File: src/pcc_pkg.sv
// Package with constants shared by the pulse contact counter files.
package pcc_pkg;
  // System clock rate and derived millisecond prescale.
  localparam int unsigned CLK_HZ = 125_000_000; // Clock rate in Hz.
  localparam int unsigned MS_CYC_DEF = CLK_HZ / 1000; // Clock cycles per millisecond.
  localparam int unsigned MS_CNT_W = 17; // Width of the millisecond prescaler.

  // Highest pulse rates that each source setting must follow.
  localparam int unsigned MECH_MAX_HZ = 25; // Mechanical contact rate limit.
  localparam int unsigned ELEC_MAX_HZ = 100; // Electronic contact rate limit.
  // Debounce window is one eighth of the shortest pulse period, in ms.
  localparam int unsigned DEB_MECH_MS = 1000 / (MECH_MAX_HZ * 8); // Mechanical window.
  localparam int unsigned DEB_ELEC_MS = 1000 / (ELEC_MAX_HZ * 8); // Electronic window.
  localparam int unsigned DEB_W = 4; // Width of the debounce counter.

  // Indicator hold time in ms.
  localparam int unsigned HOLD_MS = 100; // Least time an indicator state stands.
  localparam int unsigned HOLD_W = 7; // Width of the hold counter.

  // Buffering during communication loss.
  localparam int unsigned BUF_PERIOD_MIN = 15; // Buffering period in minutes.
  localparam int unsigned BUF_PERIOD_MS_DEF = BUF_PERIOD_MIN * 60 * 1000; // Period in ms.
  localparam int unsigned BUF_SPAN_DAYS = 3; // Longest buffering span in days.
  localparam int unsigned BUF_MAX_WR = BUF_SPAN_DAYS * 24 * 60 / BUF_PERIOD_MIN; // Writes.
  localparam int unsigned BUF_TMR_W = 20; // Width of the buffering timer.
  localparam int unsigned BUF_N_W = 9; // Width of the write counter.

  // Legacy bus view of the count.
  localparam int unsigned LEGACY_W = 6; // Legacy count width, 64 units.

  // Start-up settling, long enough for the two-stage synchronisers.
  localparam logic [1:0] SETTLE_CYC = 2'h3; // Cycles before the strap is trusted.

  // Register byte offsets.
  localparam logic [7:0] OFS_CTRL = 8'h00; // Control.
  localparam logic [7:0] OFS_COUNT = 8'h04; // Accumulator, read only.
  localparam logic [7:0] OFS_LEGACY = 8'h08; // Six-bit legacy count, read only.
  localparam logic [7:0] OFS_OPERAND = 8'h0c; // Correction or preset operand.
  localparam logic [7:0] OFS_CMD = 8'h10; // Command strobes, write only.
  localparam logic [7:0] OFS_THRESH = 8'h14; // Report change threshold.
  localparam logic [7:0] OFS_INTERVAL = 8'h18; // Report interval in ms.
  localparam logic [7:0] OFS_STATUS = 8'h1c; // Status.
  localparam logic [7:0] OFS_REPORTED = 8'h20; // Last reported value, read only.
  localparam logic [7:0] OFS_BUFN = 8'h24; // Buffer writes in this loss, read only.

  // Control fields.
  localparam int unsigned CTRL_SRC_BIT = 0; // 1 selects electronic source.
  localparam int unsigned CTRL_LAST_BIT = 1; // 1 selects restore of last value.
  localparam logic [1:0] CTRL_RST = 2'h0; // Control reset value.

  // Command fields.
  localparam int unsigned CMD_CLEAR_BIT = 0; // Clear accumulator.
  localparam int unsigned CMD_PRESET_BIT = 1; // Load operand.
  localparam int unsigned CMD_ADD_BIT = 2; // Add operand.
  localparam int unsigned CMD_SUB_BIT = 3; // Subtract operand.

  // Status fields.
  localparam int unsigned ST_LEVEL_BIT = 0; // Debounced input level.
  localparam int unsigned ST_REP_BIT = 1; // Sticky report sent, write 1 clears.
  localparam int unsigned ST_OVR_BIT = 2; // Sticky override press, write 1 clears.
  localparam int unsigned ST_COMM_BIT = 3; // Communication good.
  localparam int unsigned ST_RUN_BIT = 4; // Start-up finished.

  // Start-up states.
  typedef enum logic {PCC_SETTLE, PCC_RUN} pcc_state_t;
endpackage : pcc_pkg

File: src/pcc_deb_if.sv
// Interface between the counter core and its debouncer.
`timescale 1ns/1ps
interface pcc_deb_if;
  logic tick; // Millisecond tick.
  logic sample; // Synchronised raw contact.
  logic [pcc_pkg::DEB_W-1:0] limit; // Debounce window in ms.
  logic level; // Debounced level.
  logic rise; // One-cycle closing edge.
  modport deb (input tick, input sample, input limit, output level, output rise);
  modport user (output tick, output sample, output limit, input level, input rise);
endinterface : pcc_deb_if

File: src/pcc_debounce.sv
// Contact debouncer that passes a level only after it stays stable.
`timescale 1ns/1ps
module pcc_debounce (
  input wire logic i_clk_sys, // System clock.
  input wire logic i_rst_n, // Asynchronous reset, active low.
  pcc_deb_if.deb dbi // Link to the counter core.
);
  logic level_r; // Accepted level.
  logic level_nxt; // Next accepted level.
  logic rise_r; // Closing edge pulse.
  logic rise_nxt; // Next closing edge pulse.
  logic [pcc_pkg::DEB_W-1:0] cnt_r; // Stable time seen so far.
  logic [pcc_pkg::DEB_W-1:0] cnt_nxt; // Next stable time.

  // A disagreeing sample must persist for the whole window; any bounce back restarts it.
  always_comb begin
    level_nxt = level_r;
    rise_nxt = 1'b0;
    cnt_nxt = cnt_r;
    if (dbi.sample == level_r) begin
      cnt_nxt = '0;
    end else if (cnt_r >= dbi.limit) begin
      level_nxt = dbi.sample;
      rise_nxt = dbi.sample;
      cnt_nxt = '0;
    end else if (dbi.tick) begin
      cnt_nxt = cnt_r + 4'h1;
    end
  end

  // Registers of the debouncer.
  always_ff @(posedge i_clk_sys or negedge i_rst_n) begin
    if (!i_rst_n) begin
      level_r <= 1'b0;
      rise_r <= 1'b0;
      cnt_r <= '0;
    end else begin
      level_r <= level_nxt;
      rise_r <= rise_nxt;
      cnt_r <= cnt_nxt;
    end
  end

  assign dbi.level = level_r;
  assign dbi.rise = rise_r;
endmodule : pcc_debounce

File: src/pcc_top.sv
// Pulse contact counter with debouncer, corrections, buffering and reporting.
// Summary of operation
// - Debounce the contact before counting.
// - Count closing edges only, ignore openings.
// - Mechanical source follows pulses up to 25 Hz.
// - Electronic source follows pulses up to 100 Hz.
// - Thirty-two bit accumulator is the process value.
// - Legacy view is six bits; master polls often.
// - Clear, add, subtract or preset the accumulator.
// - Reset power-up mode starts from zero.
// - Last-value mode restores from the buffered copy.
// - Reports follow threshold and interval settings.
// - Counting and indicator continue during communication loss.
// - In last-value mode, buffer at loss, then every 15 min, 3 days.
// - Override button ignored; pressing shows an error.
// - Status indicator follows the debounced input.
// - Counter icon stays lit; three segments advance per pulse.
// - Indicator states stand at least 100 ms.
//
// The register offsets and the Avalon-MM slave port are this design's own decisions.
`timescale 1ns/1ps
module pcc_top #(
  parameter int unsigned MS_CYC = pcc_pkg::MS_CYC_DEF, // Cycles per millisecond.
  parameter int unsigned BUF_PERIOD_MS = pcc_pkg::BUF_PERIOD_MS_DEF // Buffer period in ms.
) (
  input wire logic i_clk_sys, // System clock, 125 MHz.
  input wire logic i_rst_n, // Asynchronous reset, active low.
  input wire logic [7:0] i_avs_address, // Register byte address.
  input wire logic i_avs_read, // Read request.
  input wire logic i_avs_write, // Write request.
  input wire logic [31:0] i_avs_writedata, // Write data.
  input wire logic [3:0] i_avs_byteenable, // Write byte lanes.
  output logic [31:0] o_avs_readdata, // Read data.
  output logic o_avs_waitrequest, // Wait request.
  input wire logic i_contact, // Raw field contact, high when closed.
  input wire logic i_comm_ok, // Island bus communication is alive.
  input wire logic i_override_btn, // Local override button, high when pressed.
  input wire logic i_powerup_last, // Power-up strap, high selects last value.
  input wire logic [31:0] i_nv_count, // Buffered copy read from non-volatile store.
  output logic o_nv_wr, // Pulse: store o_nv_data in the buffer.
  output logic [31:0] o_nv_data, // Value to buffer.
  output logic o_report, // Pulse: send o_report_value to the master.
  output logic [31:0] o_report_value, // Reported count.
  output logic o_status_led, // Point status indicator.
  output logic [2:0] o_seg, // Three display segments.
  output logic o_counter_icon, // Counter symbol on the display.
  output logic o_override_err // Override error indication.
);
  localparam logic [31:0] MAX_COUNT = 32'hffffffff; // Largest accumulator value.

  // Two-stage synchronisers for everything coming from pins.
  logic raw_s1, raw_s2; // Contact.
  logic comm_s1, comm_s2; // Communication good.
  logic ovr_s1, ovr_s2; // Override button.
  logic mode_s1, mode_s2; // Power-up strap.
  logic [31:0] nv_s1, nv_s2; // Buffered copy.

  // The first stage of each synchroniser feeds only the second.
  always_ff @(posedge i_clk_sys or negedge i_rst_n) begin
    if (!i_rst_n) begin
      {raw_s1, raw_s2, comm_s1, comm_s2} <= 4'h0;
      {ovr_s1, ovr_s2, mode_s1, mode_s2} <= 4'h0;
      nv_s1 <= 32'h0;
      nv_s2 <= 32'h0;
    end else begin
      {raw_s1, comm_s1, ovr_s1, mode_s1} <= {i_contact, i_comm_ok, i_override_btn, i_powerup_last};
      {raw_s2, comm_s2, ovr_s2, mode_s2} <= {raw_s1, comm_s1, ovr_s1, mode_s1};
      nv_s1 <= i_nv_count;
      nv_s2 <= nv_s1;
    end
  end

  // Millisecond prescaler; all long times are counted in its ticks.
  logic [pcc_pkg::MS_CNT_W-1:0] ms_cnt_r, ms_cnt_nxt; // Prescale count.
  logic tick_r, tick_nxt; // One-cycle millisecond tick.

  always_comb begin
    tick_nxt = 1'b0;
    ms_cnt_nxt = ms_cnt_r + 17'h1;
    if (ms_cnt_r == pcc_pkg::MS_CNT_W'(MS_CYC - 1)) begin
      ms_cnt_nxt = '0;
      tick_nxt = 1'b1;
    end
  end

  always_ff @(posedge i_clk_sys or negedge i_rst_n) begin
    if (!i_rst_n) begin
      ms_cnt_r <= '0;
      tick_r <= 1'b0;
    end else begin
      ms_cnt_r <= ms_cnt_nxt;
      tick_r <= tick_nxt;
    end
  end

  // Control and operand registers, held in the counter group below.
  logic [1:0] ctrl_r, ctrl_nxt; // Source select and power-up mode.
  logic [31:0] operand_r, operand_nxt; // Correction or preset operand.
  logic [31:0] thresh_r, thresh_nxt; // Report change threshold.
  logic [31:0] ivl_r, ivl_nxt; // Report interval in ms.

  // Debouncer; the window follows the selected pulse source.
  pcc_deb_if dbi ();
  assign dbi.tick = tick_r;
  assign dbi.sample = raw_s2;
  assign dbi.limit = ctrl_r[pcc_pkg::CTRL_SRC_BIT] ? pcc_pkg::DEB_W'(pcc_pkg::DEB_ELEC_MS)
                                                   : pcc_pkg::DEB_W'(pcc_pkg::DEB_MECH_MS);

  pcc_debounce u_deb (
    .i_clk_sys(i_clk_sys),
    .i_rst_n(i_rst_n),
    .dbi(dbi)
  );

  // Bus slave: one wait cycle, then a single cycle with waitrequest low.
  logic wait_r, wait_nxt; // Registered waitrequest.
  logic [31:0] rdata_r, rdata_nxt; // Registered read data.
  logic wr_fire; // Write takes effect in this cycle.
  logic [31:0] wmask; // Byte lanes expanded to bits.
  logic [31:0] stat_w; // Status word.
  logic rep_pend_r, ovr_pend_r; // Sticky status flags.
  logic [31:0] count_r; // Accumulator.
  logic [31:0] last_rep_r; // Value of the last report.
  logic [pcc_pkg::BUF_N_W-1:0] buf_n_r; // Buffer writes in this loss.
  pcc_pkg::pcc_state_t st_r; // Start-up state.

  always_comb begin
    stat_w = 32'h0;
    stat_w[pcc_pkg::ST_LEVEL_BIT] = dbi.level;
    stat_w[pcc_pkg::ST_REP_BIT] = rep_pend_r;
    stat_w[pcc_pkg::ST_OVR_BIT] = ovr_pend_r;
    stat_w[pcc_pkg::ST_COMM_BIT] = comm_s2;
    stat_w[pcc_pkg::ST_RUN_BIT] = (st_r == pcc_pkg::PCC_RUN);
    for (int b = 0; b < 4; b++) begin
      wmask[b*8 +: 8] = {8{i_avs_byteenable[b]}};
    end
    wr_fire = i_avs_write && !wait_r;
    wait_nxt = !((i_avs_read || i_avs_write) && wait_r);
    rdata_nxt = 32'h0;
    // Read data is latched in the wait cycle; unmapped addresses read zero.
    if (i_avs_address == pcc_pkg::OFS_CTRL) begin
      rdata_nxt = {30'h0, ctrl_r};
    end else if (i_avs_address == pcc_pkg::OFS_COUNT) begin
      rdata_nxt = count_r;
    end else if (i_avs_address == pcc_pkg::OFS_LEGACY) begin
      rdata_nxt = {26'h0, count_r[pcc_pkg::LEGACY_W-1:0]};
    end else if (i_avs_address == pcc_pkg::OFS_OPERAND) begin
      rdata_nxt = operand_r;
    end else if (i_avs_address == pcc_pkg::OFS_THRESH) begin
      rdata_nxt = thresh_r;
    end else if (i_avs_address == pcc_pkg::OFS_INTERVAL) begin
      rdata_nxt = ivl_r;
    end else if (i_avs_address == pcc_pkg::OFS_STATUS) begin
      rdata_nxt = stat_w;
    end else if (i_avs_address == pcc_pkg::OFS_REPORTED) begin
      rdata_nxt = last_rep_r;
    end else if (i_avs_address == pcc_pkg::OFS_BUFN) begin
      rdata_nxt = {23'h0, buf_n_r};
    end
  end

  always_ff @(posedge i_clk_sys or negedge i_rst_n) begin
    if (!i_rst_n) begin
      wait_r <= 1'b1;
      rdata_r <= 32'h0;
    end else begin
      wait_r <= wait_nxt;
      rdata_r <= (i_avs_read && wait_r) ? rdata_nxt : rdata_r;
    end
  end

  // Accumulator, configuration and start-up sequencing.
  logic [31:0] count_nxt; // Next accumulator value.
  logic [32:0] sum; // Saturating add helper.
  logic [1:0] settle_r, settle_nxt; // Start-up settle counter.
  pcc_pkg::pcc_state_t st_nxt; // Next start-up state.
  logic [3:0] cmd; // Command bits of the current write.

  always_comb begin
    count_nxt = count_r;
    ctrl_nxt = ctrl_r;
    operand_nxt = operand_r;
    thresh_nxt = thresh_r;
    ivl_nxt = ivl_r;
    settle_nxt = settle_r;
    st_nxt = st_r;
    sum = {1'b0, count_r} + {1'b0, operand_r};
    cmd = 4'h0;
    if (wr_fire && i_avs_address == pcc_pkg::OFS_CTRL) begin
      ctrl_nxt = (ctrl_r & ~wmask[1:0]) | (i_avs_writedata[1:0] & wmask[1:0]);
    end else if (wr_fire && i_avs_address == pcc_pkg::OFS_OPERAND) begin
      operand_nxt = (operand_r & ~wmask) | (i_avs_writedata & wmask);
    end else if (wr_fire && i_avs_address == pcc_pkg::OFS_THRESH) begin
      thresh_nxt = (thresh_r & ~wmask) | (i_avs_writedata & wmask);
    end else if (wr_fire && i_avs_address == pcc_pkg::OFS_INTERVAL) begin
      ivl_nxt = (ivl_r & ~wmask) | (i_avs_writedata & wmask);
    end else if (wr_fire && i_avs_address == pcc_pkg::OFS_CMD && i_avs_byteenable[0]) begin
      cmd = i_avs_writedata[3:0];
    end
    case (st_r)
      pcc_pkg::PCC_SETTLE: begin
        // The strap and the buffered copy are trusted only once the synchronisers have filled.
        settle_nxt = settle_r + 2'h1;
        if (settle_r == pcc_pkg::SETTLE_CYC) begin
          st_nxt = pcc_pkg::PCC_RUN;
          ctrl_nxt[pcc_pkg::CTRL_LAST_BIT] = mode_s2;
          count_nxt = mode_s2 ? nv_s2 : 32'h0;
        end
      end
      default: begin
        // Commands first, then the pulse of the same cycle on top, so neither is lost.
        if (cmd[pcc_pkg::CMD_CLEAR_BIT]) begin
          count_nxt = 32'h0;
        end else if (cmd[pcc_pkg::CMD_PRESET_BIT]) begin
          count_nxt = operand_r;
        end else if (cmd[pcc_pkg::CMD_ADD_BIT]) begin
          count_nxt = sum[32] ? MAX_COUNT : sum[31:0];
        end else if (cmd[pcc_pkg::CMD_SUB_BIT]) begin
          count_nxt = (operand_r > count_r) ? 32'h0 : count_r - operand_r;
        end
        // Counting ignores the override button and communication state.
        if (dbi.rise && count_nxt != MAX_COUNT) begin
          count_nxt = count_nxt + 32'h1;
        end
      end
    endcase
  end

  always_ff @(posedge i_clk_sys or negedge i_rst_n) begin
    if (!i_rst_n) begin
      count_r <= 32'h0;
      ctrl_r <= pcc_pkg::CTRL_RST;
      operand_r <= 32'h0;
      thresh_r <= 32'h0;
      ivl_r <= 32'h0;
      settle_r <= 2'h0;
      st_r <= pcc_pkg::PCC_SETTLE;
    end else begin
      count_r <= count_nxt;
      ctrl_r <= ctrl_nxt;
      operand_r <= operand_nxt;
      thresh_r <= thresh_nxt;
      ivl_r <= ivl_nxt;
      settle_r <= settle_nxt;
      st_r <= st_nxt;
    end
  end

  // Change-of-value and interval reporting, only while communication is good.
  logic [31:0] last_rep_nxt, ivl_cnt_r, ivl_cnt_nxt, diff; // Report tracking.
  logic rep_r, rep_nxt, rep_pend_nxt, ovr_pend_nxt; // Report pulse and sticky flags.
  logic [31:0] rep_val_r, rep_val_nxt; // Reported value.
  logic clr_rep, clr_ovr; // Write-one-to-clear strobes.

  always_comb begin
    last_rep_nxt = last_rep_r;
    rep_val_nxt = rep_val_r;
    rep_nxt = 1'b0;
    ivl_cnt_nxt = ivl_cnt_r;
    diff = (count_r >= last_rep_r) ? count_r - last_rep_r : last_rep_r - count_r;
    clr_rep = wr_fire && i_avs_address == pcc_pkg::OFS_STATUS && i_avs_byteenable[0]
              && i_avs_writedata[pcc_pkg::ST_REP_BIT];
    clr_ovr = wr_fire && i_avs_address == pcc_pkg::OFS_STATUS && i_avs_byteenable[0]
              && i_avs_writedata[pcc_pkg::ST_OVR_BIT];
    if (tick_r && ivl_cnt_r != MAX_COUNT) begin
      ivl_cnt_nxt = ivl_cnt_r + 32'h1;
    end
    if (comm_s2 && st_r == pcc_pkg::PCC_RUN
        && ((thresh_r != 32'h0 && diff >= thresh_r)
            || (ivl_r != 32'h0 && ivl_cnt_r >= ivl_r))) begin
      rep_nxt = 1'b1;
      rep_val_nxt = count_r;
      last_rep_nxt = count_r;
      ivl_cnt_nxt = 32'h0;
    end
    // A new event wins over a clear in the same cycle.
    rep_pend_nxt = rep_nxt || (rep_pend_r && !clr_rep);
    ovr_pend_nxt = ovr_s2 || (ovr_pend_r && !clr_ovr);
  end

  always_ff @(posedge i_clk_sys or negedge i_rst_n) begin
    if (!i_rst_n) begin
      last_rep_r <= 32'h0;
      rep_val_r <= 32'h0;
      rep_r <= 1'b0;
      ivl_cnt_r <= 32'h0;
      rep_pend_r <= 1'b0;
      ovr_pend_r <= 1'b0;
    end else begin
      last_rep_r <= last_rep_nxt;
      rep_val_r <= rep_val_nxt;
      rep_r <= rep_nxt;
      ivl_cnt_r <= ivl_cnt_nxt;
      rep_pend_r <= rep_pend_nxt;
      ovr_pend_r <= ovr_pend_nxt;
    end
  end

  // Buffering during loss; flash wear is why the writes are capped.
  logic comm_q_r; // Previous communication state.
  logic [pcc_pkg::BUF_TMR_W-1:0] buf_tmr_r, buf_tmr_nxt; // Ms since last buffer write.
  logic [pcc_pkg::BUF_N_W-1:0] buf_n_nxt; // Next write count.
  logic nv_wr_r, nv_wr_nxt; // Buffer write pulse.
  logic [31:0] nv_data_r, nv_data_nxt; // Buffer write data.
  logic restore_mode; // Last-value power-up mode selected.

  always_comb begin
    restore_mode = ctrl_r[pcc_pkg::CTRL_LAST_BIT];
    buf_tmr_nxt = buf_tmr_r;
    buf_n_nxt = buf_n_r;
    nv_wr_nxt = 1'b0;
    nv_data_nxt = nv_data_r;
    if (comm_s2) begin
      buf_n_nxt = '0;
      buf_tmr_nxt = '0;
    end else if (comm_q_r && restore_mode && st_r == pcc_pkg::PCC_RUN) begin
      nv_wr_nxt = 1'b1;
      nv_data_nxt = count_r;
      buf_n_nxt = 9'h1;
      buf_tmr_nxt = '0;
    end else if (restore_mode && buf_n_r != 9'h0
                 && buf_n_r < pcc_pkg::BUF_N_W'(pcc_pkg::BUF_MAX_WR) && tick_r) begin
      buf_tmr_nxt = buf_tmr_r + 20'h1;
      if (buf_tmr_r == pcc_pkg::BUF_TMR_W'(BUF_PERIOD_MS - 1)) begin
        nv_wr_nxt = 1'b1;
        nv_data_nxt = count_r;
        buf_n_nxt = buf_n_r + 9'h1;
        buf_tmr_nxt = '0;
      end
    end
  end

  always_ff @(posedge i_clk_sys or negedge i_rst_n) begin
    if (!i_rst_n) begin
      comm_q_r <= 1'b0;
      buf_tmr_r <= '0;
      buf_n_r <= '0;
      nv_wr_r <= 1'b0;
      nv_data_r <= 32'h0;
    end else begin
      comm_q_r <= comm_s2;
      buf_tmr_r <= buf_tmr_nxt;
      buf_n_r <= buf_n_nxt;
      nv_wr_r <= nv_wr_nxt;
      nv_data_r <= nv_data_nxt;
    end
  end

  // Indicators: wanted state is shown only after the previous one stood its hold time.
  logic [2:0] seg_pos_r, seg_pos_nxt; // Segment pattern that advances per pulse.
  logic [4:0] disp_r, disp_nxt, want; // Shown and wanted {err, seg, led}.
  logic [pcc_pkg::HOLD_W-1:0] hold_r, hold_nxt; // Ms the shown state has stood.
  logic icon_r; // Counter symbol.

  always_comb begin
    seg_pos_nxt = dbi.rise ? {seg_pos_r[1:0], seg_pos_r[2]} : seg_pos_r;
    want = {ovr_s2, seg_pos_r, dbi.level};
    disp_nxt = disp_r;
    hold_nxt = hold_r;
    if (disp_r != want && hold_r >= pcc_pkg::HOLD_W'(pcc_pkg::HOLD_MS)) begin
      disp_nxt = want;
      hold_nxt = '0;
    end else if (tick_r && hold_r < pcc_pkg::HOLD_W'(pcc_pkg::HOLD_MS)) begin
      hold_nxt = hold_r + 7'h1;
    end
  end

  always_ff @(posedge i_clk_sys or negedge i_rst_n) begin
    if (!i_rst_n) begin
      seg_pos_r <= 3'h1;
      disp_r <= 5'h2;
      hold_r <= '0;
      icon_r <= 1'b0;
    end else begin
      seg_pos_r <= seg_pos_nxt;
      disp_r <= disp_nxt;
      hold_r <= hold_nxt;
      icon_r <= 1'b1;
    end
  end

  assign o_avs_readdata = rdata_r;
  assign o_avs_waitrequest = wait_r;
  assign o_nv_wr = nv_wr_r;
  assign o_nv_data = nv_data_r;
  assign o_report = rep_r;
  assign o_report_value = rep_val_r;
  assign o_status_led = disp_r[0];
  assign o_seg = disp_r[3:1];
  assign o_counter_icon = icon_r;
  assign o_override_err = disp_r[4];
endmodule : pcc_top

File: config.mk
export PLATFORM = sky130hd
export DESIGN_NAME = pcc_top
export DESIGN_NICKNAME = d
export VERILOG_FILES = /design/src/pcc_pkg.sv /design/src/pcc_deb_if.sv /design/src/pcc_debounce.sv /design/src/pcc_top.sv
export SDC_FILE = /design/constraint.sdc
export NUM_CORES = 1
export LEC_CHECK = 0
export ABC_AREA = 1
export BUFFER_PORTS_ARGS = -buffer_cell sky130_fd_sc_hd__buf_2
export CORE_MARGIN = 2
export CORE_UTILIZATION = 40
export CTS_CLUSTER_DIAMETER = 60
export DETAILED_ROUTE_END_ITERATION = 10
export SLEW_MARGIN = 20
export SYNTH_ARGS = -nofsm -noshare
export SYNTH_HDL_FRONTEND = slang
export SYNTH_SLANG_ARGS = --single-unit
export TNS_END_PERCENT = 1
File: constraint.sdc
create_clock -name i_clk_sys -period 6.7 [get_ports i_clk_sys]
set_clock_uncertainty 0.2 [all_clocks]
set_input_delay 1.34 -clock i_clk_sys [delete_from_list [all_inputs] [get_ports i_clk_sys]]
set_output_delay 1.34 -clock i_clk_sys [all_outputs]
set_load 0.01 [all_outputs]
==> flow_summary.toml <==
[outcome]
status = "finished clean"

[route]
wl_mm = 138
vias_per_cell = 5.64
first_iter_violations = 3982
detail-route-antenna-nets = 0
drc = 0
drt_pre_antenna_iters = 8
num_vias = 31500
routedWlPerCell_um = 24.8

[place]
pre_cts_ws_ns = 0.215
numPortBuffers = 188
dp.cells = 5479
routabilityCongestion = 1.09
dp_hpwl_mm = 113

[floorplanning]
chipWidth_um = 279
die_h_um = 279
coreArea_um2 = 74700
rows = 100
ios = 189
die_area_um2 = 78000
start_util_pct = 40.6

[setup_path]
crit_path_start_kind = "flop"
r2r-start = "o_report_value[23]"
crit_path_end_kind = "flop"
max_stage_delay_ns = 0.63
arrival_ns = 6.53
crit_type = "flop to flop"
reg2reg_depth = 27
cp_common_cell = "a21oi_1"
crit_start = "o_report_value[23]"
slowest_stage = "a2111oi_0"
crit_cells = 27
critPathCapture = "ivl_cnt_r[15]"
r2r_end = "ivl_cnt_r[15]"
path_max_fanout = 23
path_delay_family = "compound AO/OA/AOI/OAI gates"
required_ns = 7.03
crit_buf_inv = 6
r2r_setup_slack_ns = 0.50

[clock_network]
clk_pin_slew_ns = 0.06
insertion_delay_ns = 0.64
post_cts_resized = 0
cts_setup_buffers = 0
htreeDepth = 2
cts_buffers = 51
cts_buffer_depth = 3
cts_root_buf = "clkbuf_16"
cts_tree = "built"
cts_hold_buf = 0
cts_sinks = 408

[synthesis]
synth_edf_count = 0
synth_cells = 4365
yosys-top-cells-area = "dfrtp_1, nand2_1, ha_1, inv_1, o21ai_0"
synth.net_count = 4657
synth-main-ff-cell = "dfrtp_1"
ys_types = 69
yosysTopAreaCell = "dfrtp_1"
synth_most_common_cell = "nand2_1"
synth_seq_cells = 408
avgSynthCellArea_um2 = 6.94
synth.yosys.seq_area_share_pct = 33.7
synth_top_area_share_pct = 33.4
synth-async-reset-ratio_pct = 100
ys.warnings.count = 0
synthTopCellsByCount = "nand2_1, inv_1, dfrtp_1"
syn_area_um2 = 30300

[grt]
grt_max_degree = 151
track_usage_pct = 34.9
grt_pass1_vias = 29000
grt_pass1_wl_mm = 199
antenna_found_initial = 13
overflow = 0

[timing]
worstMarginPinSlew_ns = 1.19
period_share_pct = 92.6
fmax_mhz = 161
setup_violations = 0
fin_ws_ns = 0.498
slew_viol_final = 0
grt_setup_unrepaired = "false"
setup_tns_ns = 0
finalHoldViolCount = 0
maxSlewHeadroom_pct = 20.9
fin_crit_ns = 6.20

[power_and_ir_drop]
powerDensity_nw_per_um2 = 274
ir_drop_mv = 0.217
power.leakage_nw = 17.1

[hold_path]
worstHoldStart = "nv_s1[15]"
min_path_type = "flop to flop"

[final_layout]
area_growth_pct = 13.0
fin_util_pct = 45.9
final_nets = 4855
multi_input_area_um2 = 16900
fillCellCount = 7844
layout.area.seq_um2 = 10200
final_layout_size_suffix_gt1_share_pct = 10.6
final_cells = 5578

[flow_run]
cap_violations = 0
## cell type report
type / count / share of cell area, %
Antenna cell: 5 / 0.0365
Clock buffer: 71 / 4.30
Clock inverter: 23 / 0.738
Inverter: 672 / 7.38
Multi-Input combinational cell: 3160 / 49.4
Sequential cell: 408 / 29.8
Tap cell: 969 / 3.54
Timing Repair Buffer: 270 / 4.79
## worst reg2reg max path: cells and delay by family (launching register included)
family	cells	cell delay [ns]
AO/OA/AOI/OAI	12	2.75
AND/OR/NAND/NOR	6	1.07
adder cells (fa/ha/maj)	2	0.67
buffers and inverters	6	0.83
XOR/XNOR	1	0.20
flip-flops	1	0.40
## logic make-up (layout without fill, tap and decap cells)
group	count (synthesis)	count (layout)	synth area share (%)
adders and majority gates	208	208	8.68
xor gates and xnor gates	86	86	2.48
muxes	7	7	0.231
AOI/OAI and AO/OA	894	894	16.6
other	1	6	0.0124
DFF	408	408	33.7
and+or+nand+nor	1964	1964	27.8
buffers and inverters	797	1036	10.5
## cell usage in the layout, fill, tap and decap left out, types with 16 or more instances in the layout
master / n
xnor2_1: 21
nand2_1: 1115
nor2_1: 371
nor2_2: 23
dfrtp_1: 405
a21oi_1: 307
inv_1: 653
ha_1: 204
o21bai_1: 21
nand3_1: 205
nor4_1: 29
xor2_1: 65
o22ai_1: 16
nor3_1: 69
buf_4: 76
nand2_2: 33
nand4_1: 77
a221oi_1: 21
buf_2: 187
o21ai_0: 399
clkbuf_16: 52
## metrics by stage
stage               hold WS [ns]  instance area [um^2]  power (mW)
floorplan                  0.131                 30300        4.99
global placement           0.132                 32500        6.51
detailed placement         0.135                 32500        6.44
CTS                        0.146                 34200        9.29
global route               0.154                 34200        9.84
finish                     0.139                 34300        9.37
## how the worst min path moves through the flow
stage                            to  slack, ns  cells past startpoint
after floorplan             comm_s2       0.13                      0
after detailed placement  nv_s2[19]       0.13                      0
after global routing      nv_s2[10]       0.15                      0
after CTS                 nv_s2[15]       0.15                      0
final                     nv_s2[15]       0.14                      0
after global placement    nv_s2[14]       0.13                      0
## layer usage
layer | vias up | track usage (%) | share of wire [%]
li1 | 14600 | - | -
met1 | 14800 | 48.4 | 43
met2 | 1736 | 50.0 | 40
met3 | 336 | 9.41 | 11
met4 | 12 | 16.5 | 5.7
met5 | - | 0 | 0.046
## report_power, final
part / switching [mW] / internal, mW / total, mW
clock: 1.18 / 1.64 / 2.82
sequential: 0.167 / 2.61 / 2.77
combinational: 2.56 / 1.22 / 3.78
Note: power is estimated with default switching activity, not from simulation.
